<file path="config.mk">
export PLATFORM = sky130hd
export DESIGN_NAME = pci_window_base_and_subsystem_regs
export DESIGN_NICKNAME = d
export VERILOG_FILES = /design/src/hw/pci_window_pkg.sv /design/src/hw/pci_window_base_and_subsystem_regs.sv
export VERILOG_INCLUDE_DIRS = /design/src /design/src/hw
export SDC_FILE = /design/constraint.sdc
export NUM_CORES = 1
export LEC_CHECK = 0
export ABC_CLOCK_PERIOD_IN_PS = 2000
export BUFFER_PORTS_ARGS = -buffer_cell sky130_fd_sc_hd__buf_2
export CORE_UTILIZATION = 48
export CTS_CLUSTER_SIZE = 40
export DETAILED_ROUTE_END_ITERATION = 8
export PLACE_DENSITY = 0.8
export SLEW_MARGIN = 15
export SYNTH_ARGS = -nofsm -noshare
export SYNTH_HDL_FRONTEND = slang
export SYNTH_SLANG_ARGS = --single-unit
export TNS_END_PERCENT = 1
</file>
<file path="constraint.sdc">
create_clock -name sys_clk -period 2 [get_ports sys_clk]
set_clock_uncertainty 0.2 [all_clocks]
set_input_delay 0.2 -clock sys_clk [delete_from_list [all_inputs] [get_ports sys_clk]]
set_output_delay 0.2 -clock sys_clk [all_outputs]
set_load 0.005 [all_outputs]
</file>
<file path="src/hw/pci_window_defs.svh">
// Offsets, field positions, reset values and EEPROM word numbers.
`ifndef PCI_WINDOW_DEFS_SVH
`define PCI_WINDOW_DEFS_SVH

// ----------------------------------------------------------------------
// Configuration offsets
// ----------------------------------------------------------------------
`define IO_WINDOW_BASE_OFS 8'h10
`define MEM_WINDOW_BASE_OFS 8'h14
`define SUBSYS_MAKER_OFS 8'h2c
`define SUBSYS_PRODUCT_OFS 8'h2e

// ----------------------------------------------------------------------
// Field positions
// ----------------------------------------------------------------------
`define WINDOW_LSB 7
`define IO_KIND_FLAG_VAL 1'h1
`define MEM_KIND_FLAG_VAL 1'h0
`define PREFETCH_VAL 1'h0
`define PLACE_ANY_32 2'h0
`define PLACE_BELOW_1MB 2'h1
`define OPT_PLACE_BIT 2

// ----------------------------------------------------------------------
// Reset values and EEPROM word numbers
// ----------------------------------------------------------------------
`define WINDOW_RESET 25'h0000000
`define CODE_RESET 16'h0000
`define EE_OPTIONS_WORD 8'h00
`define EE_MAKER_WORD 8'h17
`define EE_PRODUCT_WORD 8'h18

`endif

</file>
<file path="src/hw/pci_window_pkg.sv">
// Types shared by the window base and subsystem register block.
package pci_window_pkg;

    // ------------------------------------------------------------------
    // Loader states and carriers
    // ------------------------------------------------------------------
    typedef enum logic [1:0] {
        LOAD_OPTIONS,
        LOAD_MAKER,
        LOAD_PRODUCT,
        LOAD_DONE
    } load_state_e;

    // Host access presented for window decode.
    typedef struct packed {
        logic valid;
        logic is_io;
        logic [31:0] addr;
    } win_req_s;

    // Decode answer for one access.
    typedef struct packed {
        logic hit;
        logic is_io;
        logic [6:0] offset;
    } win_claim_s;

endpackage : pci_window_pkg

</file>
<file path="src/hw/pci_window_base_and_subsystem_regs.sv">
// Window base registers, subsystem codes and window decode.
//
// Contract
// - Bit 0 of the I/O window base always reads one and ignores writes.
// - Only the upper 25 bits of the I/O window base are writable.
// - Bits 6 to 2 of the I/O window base always read zero.
// - Bit 1 of the I/O window base always reads zero.
// - Bit 0 of the memory window base always reads zero.
// - Memory base bits 31 to 7 are written, bits 6 to 4 forced zero.
// - Memory base bit 3 always reads zero and is read-only.
// - Memory base bits 2:1 read 00b or 01b from EEPROM option bit 2.
// - Both base registers read as 32 bits but store only bits 31 to 7.
// - The register set is reachable through both windows.
// - After reset the maker code is loaded from EEPROM word 17h.
// - After reset the product code is loaded from EEPROM word 18h.
`timescale 1ns/1ns
`include "pci_window_defs.svh"

module pci_window_base_and_subsystem_regs
    import pci_window_pkg::*;
#(
    parameter int CFG_AW = 8
)
(
    // Clock and reset
    input wire logic sys_clk,
    input wire logic rst_b,
    // Configuration register port
    input wire logic [CFG_AW-1:0] cfg_addr,
    input wire logic [31:0] cfg_wdata,
    input wire logic cfg_wr,
    input wire logic cfg_rd,
    output logic [31:0] cfg_rdata,
    // EEPROM word reader
    output logic ee_req,
    output logic [7:0] ee_addr,
    input wire logic ee_ack,
    input wire logic [15:0] ee_data,
    output logic ee_loaded,
    // Window decode
    input win_req_s win_req,
    output win_claim_s win_claim
);

    // ------------------------------------------------------------------
    // Parameter check
    // ------------------------------------------------------------------
    // Decoding the offsets below needs at least eight address bits.
    generate
        if (CFG_AW < 8)
        begin : g_bad_aw
            $error("CFG_AW must be at least 8");
        end
    endgenerate

    // Register offsets sized to the configuration address port.
    localparam logic [CFG_AW-1:0] IO_OFS = CFG_AW'(`IO_WINDOW_BASE_OFS);
    localparam logic [CFG_AW-1:0] MEM_OFS = CFG_AW'(`MEM_WINDOW_BASE_OFS);
    localparam logic [CFG_AW-1:0] MAKER_OFS = CFG_AW'(`SUBSYS_MAKER_OFS);
    localparam logic [CFG_AW-1:0] PROD_OFS = CFG_AW'(`SUBSYS_PRODUCT_OFS);

    // ------------------------------------------------------------------
    // Base register state
    // ------------------------------------------------------------------
    logic [24:0] io_window_field_r;
    logic [24:0] io_window_field_nxt;
    logic [24:0] mem_window_field_r;
    logic [24:0] mem_window_field_nxt;

    // Writes keep only bits 31:7; lower bits are constants or the loaded placement type on read.
    // Bits 6:0 are never stored, so a write there cannot disturb the
    // fixed flag and zero bits that reads rebuild from constants.
    // Writes to the subsystem codes and to unmapped offsets are dropped.
    always_comb
    begin
        io_window_field_nxt = io_window_field_r;
        mem_window_field_nxt = mem_window_field_r;
        if (cfg_wr && cfg_addr == IO_OFS)
        begin
            io_window_field_nxt = cfg_wdata[31:`WINDOW_LSB];
        end
        if (cfg_wr && cfg_addr == MEM_OFS)
        begin
            mem_window_field_nxt = cfg_wdata[31:`WINDOW_LSB];
        end
    end

    // Registers the base fields.
    always_ff @(posedge sys_clk or negedge rst_b)
    begin
        if (!rst_b)
        begin
            io_window_field_r <= `WINDOW_RESET;
            mem_window_field_r <= `WINDOW_RESET;
        end
        else
        begin
            io_window_field_r <= io_window_field_nxt;
            mem_window_field_r <= mem_window_field_nxt;
        end
    end

    // ------------------------------------------------------------------
    // EEPROM loader
    // ------------------------------------------------------------------
    load_state_e load_state_r;
    load_state_e load_state_nxt;
    logic place_low_r;
    logic place_low_nxt;
    logic [15:0] maker_code_r;
    logic [15:0] maker_code_nxt;
    logic [15:0] product_code_r;
    logic [15:0] product_code_nxt;
    logic ee_req_r;
    logic ee_req_nxt;
    logic [7:0] ee_addr_r;
    logic [7:0] ee_addr_nxt;
    logic ee_loaded_r;
    logic ee_loaded_nxt;

    // Walks the three words once after reset; request holds until ack.
    // The options word goes first so the placement type is ready early.
    always_comb
    begin
        load_state_nxt = load_state_r;
        place_low_nxt = place_low_r;
        maker_code_nxt = maker_code_r;
        product_code_nxt = product_code_r;
        ee_req_nxt = ee_req_r;
        ee_addr_nxt = ee_addr_r;
        ee_loaded_nxt = ee_loaded_r;
        case (load_state_r)
            LOAD_OPTIONS:
            begin
                ee_req_nxt = 1'h1;
                ee_addr_nxt = `EE_OPTIONS_WORD;
                if (ee_req_r && ee_ack)
                begin
                    place_low_nxt = ee_data[`OPT_PLACE_BIT];
                    ee_addr_nxt = `EE_MAKER_WORD;
                    load_state_nxt = LOAD_MAKER;
                end
            end
            LOAD_MAKER:
            begin
                if (ee_ack)
                begin
                    maker_code_nxt = ee_data;
                    ee_addr_nxt = `EE_PRODUCT_WORD;
                    load_state_nxt = LOAD_PRODUCT;
                end
            end
            LOAD_PRODUCT:
            begin
                if (ee_ack)
                begin
                    product_code_nxt = ee_data;
                    ee_req_nxt = 1'h0;
                    ee_loaded_nxt = 1'h1;
                    load_state_nxt = LOAD_DONE;
                end
            end
            LOAD_DONE:
            begin
                // Acknowledges that arrive after loading are ignored.
                ee_req_nxt = 1'h0;
            end
            default:
            begin
                load_state_nxt = LOAD_OPTIONS;
            end
        endcase
    end

    // Registers the loader state.
    always_ff @(posedge sys_clk or negedge rst_b)
    begin
        if (!rst_b)
        begin
            load_state_r <= LOAD_OPTIONS;
            place_low_r <= 1'h0;
            maker_code_r <= `CODE_RESET;
            product_code_r <= `CODE_RESET;
            ee_req_r <= 1'h0;
            ee_addr_r <= 8'h00;
            ee_loaded_r <= 1'h0;
        end
        else
        begin
            load_state_r <= load_state_nxt;
            place_low_r <= place_low_nxt;
            maker_code_r <= maker_code_nxt;
            product_code_r <= product_code_nxt;
            ee_req_r <= ee_req_nxt;
            ee_addr_r <= ee_addr_nxt;
            ee_loaded_r <= ee_loaded_nxt;
        end
    end

    // ------------------------------------------------------------------
    // Read path
    // ------------------------------------------------------------------
    logic [31:0] io_base_view;
    logic [31:0] mem_base_view;
    logic [1:0] place_type;
    logic [31:0] rdata_r;
    logic [31:0] rdata_nxt;

    // Assembles the full 32-bit views of both base registers.
    assign io_base_view = {io_window_field_r,
                           5'h00,
                           1'h0,
                           `IO_KIND_FLAG_VAL};
    assign place_type = place_low_r ? `PLACE_BELOW_1MB
                                    : `PLACE_ANY_32;
    assign mem_base_view = {mem_window_field_r,
                            3'h0,
                            `PREFETCH_VAL,
                            place_type,
                            `MEM_KIND_FLAG_VAL};

    // Selects read data; unmapped offsets read zero, data is one cycle late.
    always_comb
    begin
        rdata_nxt = 32'h00000000;
        if (cfg_rd)
        begin
            case (cfg_addr)
                IO_OFS: rdata_nxt = io_base_view;
                MEM_OFS: rdata_nxt = mem_base_view;
                MAKER_OFS: rdata_nxt = {16'h0000, maker_code_r};
                PROD_OFS: rdata_nxt = {16'h0000, product_code_r};
                default: rdata_nxt = 32'h00000000;
            endcase
        end
    end

    // Registers read data.
    always_ff @(posedge sys_clk or negedge rst_b)
    begin
        if (!rst_b)
        begin
            rdata_r <= 32'h00000000;
        end
        else
        begin
            rdata_r <= rdata_nxt;
        end
    end

    // ------------------------------------------------------------------
    // Window decode
    // ------------------------------------------------------------------
    win_claim_s claim_r;
    win_claim_s claim_nxt;
    logic io_match;
    logic mem_match;

    // Both bases reset to zero, so addresses 0 to 7fh hit either window
    // until the host programs the bases.
    // Compares the upper 25 address bits with the selected base.
    assign io_match = win_req.addr[31:`WINDOW_LSB] == io_window_field_r;
    assign mem_match = win_req.addr[31:`WINDOW_LSB] == mem_window_field_r;

    // Claims a hit in either space with the same register offset.
    always_comb
    begin
        claim_nxt.hit = 1'h0;
        claim_nxt.is_io = win_req.is_io;
        claim_nxt.offset = win_req.addr[6:0];
        if (win_req.valid)
        begin
            claim_nxt.hit = win_req.is_io ? io_match
                                          : mem_match;
        end
    end

    // Registers the decode answer.
    always_ff @(posedge sys_clk or negedge rst_b)
    begin
        if (!rst_b)
        begin
            claim_r <= '0;
        end
        else
        begin
            claim_r <= claim_nxt;
        end
    end

    // ------------------------------------------------------------------
    // Outputs
    // ------------------------------------------------------------------
    // Every output is driven straight from a register.
    assign cfg_rdata = rdata_r;
    assign ee_req = ee_req_r;
    assign ee_addr = ee_addr_r;
    assign ee_loaded = ee_loaded_r;
    assign win_claim = claim_r;

endmodule : pci_window_base_and_subsystem_regs

</file>
Word-level counts from Yosys, hierarchy flattened
Index checks and enable logic that the tools add are counted.
{"block": "classes", "n_reduce_logical": 13, "muxes": 14, "n_eq_ne": 12}
{"op": "32-bit case mux with 4 select lines", "count": 1}
{"op": "25-bit == test", "count": 2}
{"op": "32-bit 2-to-1 mux", "count": 1}
{"op": "8-bit by 5-bit == test with 1-bit output, second input constant", "count": 2}
{"op": "8-bit by 6-bit == test with 1-bit output, second input constant", "count": 2}
{"op": "8-bit case mux with 2 select lines", "count": 1}
{"op": "2-bit AND reduction", "count": 5}
{"op": "8-bit 2-to-1 mux", "count": 1}
{"op": "2-bit 2-to-1 mux", "count": 3}
{"op": "2-bit != test, second input constant", "count": 3}
{"op": "2-bit case mux with 3 select lines", "count": 1}
{"op": "3-bit nonzero test", "count": 2}
{"op": "5-bit 2-to-1 mux", "count": 1}
{"op": "2-bit == test, second input constant", "count": 2}
{"op": "1-bit 2-to-1 mux", "count": 4}
{"op": "4-bit AND reduction", "count": 1}
{"op": "1-bit logical AND", "count": 3}
{"op": "1-bit case mux with 3 select lines", "count": 1}
{"op": "2-bit by 1-bit == test with 1-bit output, second input constant", "count": 1}
{"op": "2-bit logical NOT", "count": 1}
{"op": "2-bit nonzero test", "count": 1}
{"block": "word_totals", "inputBits": 95, "wordCells": 52, "ff_bits": 136}

Depth between registers and ports, before layout
{"block": "logic_depth", "ltp_word": 3, "ltp_mapped": 7, "mapped_depth_nobuf": 7}

Worst setup path after synthesis
No wires, ideal clock.
{"block": "synth_timing", "kind": "reg2reg", "startpoint": "reg load_state_r[1]", "endpoint": "reg maker_code_r[10]", "setup_slack_ns": -0.029, "t_arrival_ns": 1.705, "stages_incl_launch_ff": 7, "synth_period_minus_slack_ns": 2.029, "setup_ns": 0.125, "cell_sequence": "dfrtp_1 -> inv_1 -> ha_1 -> clkbuf_1 -> nand2_1 -> clkbuf_1 -> mux2_2"}
{"block": "synth_via", "elab_chain_len": 2}
{"element": "start: declaration", "line_no": "pci_window_base_and_subsystem_regs.sv:106", "source": "load_state_e load_state_r;"}
{"element": "start signal: assignment", "line_no": "pci_window_base_and_subsystem_regs.sv:190", "source": "load_state_r <= load_state_nxt;"}
{"element": "2-bit by 1-bit == test with 1-bit output", "line_no": "pci_window_base_and_subsystem_regs.sv:132", "source": "case (load_state_r)"}
{"element": "2-bit AND reduction (no line)"}
{"element": "end signal: assignment", "line_no": "pci_window_base_and_subsystem_regs.sv:182", "source": "maker_code_r <= `CODE_RESET;"}
{"element": "end signal: assignment", "line_no": "pci_window_base_and_subsystem_regs.sv:192", "source": "maker_code_r <= maker_code_nxt;"}
{"element": "end: declaration", "line_no": "pci_window_base_and_subsystem_regs.sv:110", "source": "logic [15:0] maker_code_r;"}
Every way passes these cells.
A chain may end at the register's enable or synchronous reset.

Final worst setup path
{"block": "layout_timing", "startpoint": "reg load_state_r[1]", "endpoint": "reg load_state_r[1]"}
{"block": "layout_via", "elab_chain_len": 3}
{"element": "2-bit by 1-bit == test with 1-bit output, or another cell as far along", "line_no": "pci_window_base_and_subsystem_regs.sv:132"}
{"element": "2-bit != test (no line) / 3-bit nonzero test (equally long branches)"}
{"element": "4-bit AND reduction (no line)"}
Parallel ways exist; a longest one is shown, timed or not.

==> impl_metrics.json <==
{
  "placed_area_um2": 6704,
  "use_met2": 0.4141,
  "period_minus_slack_ns": 1.913,
  "netlist.area_leader.share": 0.5610,
  "hpwl_um": 8910,
  "dr.pass1.iters": 9,
  "critPathRequiredTime_ns": 2.09,
  "synth.distinct_cells": 35,
  "muxShareOfSynthArea": 0.2531,
  "io_pins": 146,
  "die_x_um": 112.3,
  "place_congestion": 0.8090,
  "track_usage": 0.2383,
  "yosys_warnings": 0,
  "wirelength_um": 14030,
  "post_synth_inst_count": 419,
  "antenna_found_initial": 1,
  "critical_path_class": "flip-flop to flip-flop",
  "synthSimpleGateAreaFrac": 0.05375,
  "synth-compound-area-share": 0.05075,
  "maxSlewHeadroom": 0.6512,
  "initial_core_util": 0.5010,
  "critPathLaunchType": "flip-flop",
  "ys_ff_latch": 131,
  "grt_max_degree": 60,
  "postRouteAntennaNets": 0,
  "max_freq_mhz": 522.7,
  "setup_tns_ns": 0,
  "crit_path_end_kind": "flip-flop",
  "dpl.cell_count": 687,
  "fin_ws_ns": 0.08694,
  "path_clk_slew_ns": 0.05,
  "grtUsageMet1": 0.2835,
  "synthAdderAreaFrac": 0.01285,
  "synthXorXnorAreaFrac": 0.03747,
  "finalHoldViolations": 0,
  "synthArstFlopShare": 1.000,
  "cts_tree": "yes",
  "grt_pass1_vias": 4619,
  "syn_avg_cell_area_um2": 13.95,
  "crit_arrival_ns": 2.01,
  "irDropWorstVdd_uv": 566.0,
  "synth_top_area_cell": "dfrtp_1",
  "synth_edf_count": 0,
  "cts.path.max_buffers": 2,
  "port_buffers": 135,
  "min_path_type": "input port to flip-flop",
  "drc": 19,
  "drive_gt1_frac": 0.4198,
  "final_cells": 780,
  "finalMaxSlewViolations": 0,
  "vias": 4133,
  "clk_latency_ns": 0.41,
  "syn2layout_area_growth_pct": 35.18,
  "p_per_area_nw_per_um2": 1001,
  "coreArea_um2": 11660,
  "tightest_slew_ns": 0.5227,
  "drt_iter0_markers": 262,
  "post_drt_wl_per_cell_um": 17.98,
  "reg2reg_depth": 6,
  "hold_depth": 5,
  "worst_path_largest_cell_delay_ns": 0.42,
  "synthTopCellsByArea": "dfrtp_1 56%, mux2_2 11%, mux2_4 7.5%",
  "fp-row-count": 39,
  "hold_ws_ns": 0.01967,
  "yosysMostFrequentCell": "dfrtp_1",
  "setup_viol": 0,
  "critical-path-slowest-cell": "dfrtp_1",
  "nets": 726,
  "maxCapViolCount": 0,
  "yosysSeqAreaShare": 0.5610,
  "die_h_um": 112.3,
  "grt-busiest-layer": "met2",
  "numCtsBuffers": 17,
  "grt_pass1_wl_um": 22870,
  "p_leak_uw": 0.003954,
  "grt_overflow": 0,
  "htree_levels": 4,
  "design_area_um2": 7899,
  "worstPathMaxFanout": 5,
  "failed_checks": "design-rule violations",
  "use_met3": 0.05670,
  "ys.flop_type": "dfrtp_1",
  "run_status": "complete, but fails checks",
  "syn-cell-area_um2": 5843,
  "ctsRootBufferMaster": "clkbuf_16",
  "ys_top_cells_by_count": "131 x dfrtp_1, 55 x mux2_2, 34 x nor2_1",
  "post-place-ws_ns": 0.01939,
  "fin_crit_sh": 0.9565,
  "clock_sinks": 131,
  "vias_per_cell": 5.299,
  "dieArea_um2": 12620,
  "synth_top_family_by_area": "multiplexers",
  "crit_path_cell_trace": "inv_1, ha_1, o21ai_0, nand2b_1, a21oi_1, mux2_2"
}
==> cells in the final DEF (no fill, tap or decap), drive strengths merged <==
master       instances
nor2b                1
dlygate4sd3         61
o211ai               1
clkbuf              26
inv                  4
a21oi                5
and3                 1
nand3                4
buf                150
ha                   6
conb                 3
clkinv               3
a222oi               9
xor2                 9
xnor2               16
o31ai                1
o21ai                6
dfrtp              131
a31o                 1
nand2b               2
nor4b                1
a22oi               17
nor2                35
and2                 1
nand2                7
mux2i               30
mux2                95
and4b                1
nor4                 5
nor3                 1
bufinv               1
diode                1
nand4                2
==> kinds of logic (layout without fill, tap and decap cells) <==
group,after synthesis,after routing
flip-flops,131,131
other,1,4
AO/OA/AOI/OAI,40,40
adder cells (fa/ha/maj),6,6
buffers and inverters,30,245
XOR/XNOR,25,25
AND/OR/NAND/NOR,61,61
multiplexers,125,125
==> where the power goes <==
| part | switching (uW) | leakage (uW) | internal (uW) |
|---|---|---|---|
| Sequential | 255 | 0.00171 | 3120 |
| Combinational | 630 | 0.00195 | 911 |
| Clock | 1070 | 0.000288 | 1920 |
| Total | 1950 | 0.00395 | 5950 |
==> layout make-up <==
| class | count | area, um2 |
|---|---|---|
| Fill cell | 836 | 3764 |
| Sequential cell | 131 | 3278 |
| Multi-Input combinational cell | 260 | 2395 |
| Timing Repair Buffer | 211 | 1455 |
| Clock buffer | 26 | 529.3 |
| Tap cell | 143 | 178.9 |
| Clock inverter | 4 | 45.04 |
| Inverter | 4 | 15.01 |
| Antenna cell | 1 | 2.502 |
==> metrics by stage <==
step,utilization,total power [uW]
2_1_floorplan,-,4326
3_3_place_gp,0.5748,4741
3_5_place_dp,0.5748,4854
4_1_cts,0.6764,7957
5_1_grt,0.6771,8279
6_report,0.6773,7904
==> sequential cells by signal, summed over array words and instances (netlist names) <==
| name | flops |
|---|---|
| cfg_rdata | 32 |
| product_code_r | 16 |
| ee_addr | 3 |
| mem_window_field_r | 25 |
| ee_req | 1 |
| ee_loaded | 1 |
| maker_code_r | 16 |
| win_claim | 9 |
| io_window_field_r | 25 |
| load_state_r | 2 |
| place_low_r | 1 |
==> routing by layer <==
layer | share of wire | vias to the layer above | routed length (um)
met4 | 0.019 | 0 | 272
li1 | - | 1899 | -
met3 | 0.053 | 23 | 744
met5 | 0 | - | 0
met1 | 0.42 | 2068 | 5824
met2 | 0.51 | 143 | 7185
==> final timing paths <==
check / from / end / slack (ns)
min in group asynchronous: rst_b / io_window_field_r[19] / 0.04
worst max-delay path: load_state_r[1] / load_state_r[1] / 0.09
worst max register to register: load_state_r[1] / load_state_r[1] / 0.09
worst min-delay path: win_req[30] / win_claim[8] / 0.02
worst min register to register: ee_loaded / ee_loaded / 0.27
max in group asynchronous: rst_b / mem_window_field_r[10] / 0.94
==> what timing repair did <==
action                                  4_1_cts  5_1_grt
resized for setup                             0        0
hold buffers                                 61        0
buffers inserted                              0        1
endpoints found under the hold margin       225        0
endpoints found under the setup margin        0        1
==> worst max-delay path, delay by kind of cell, from the launching register on <==
family / cells / cell delay [ns]
mux: 1 / 0.36
fa+ha+maj: 1 / 0.24
simple gates: 1 / 0.11
flops: 1 / 0.42
compound gates: 2 / 0.35
buf+inv: 1 / 0.12
Note: power is estimated with default switching activity, not from simulation.
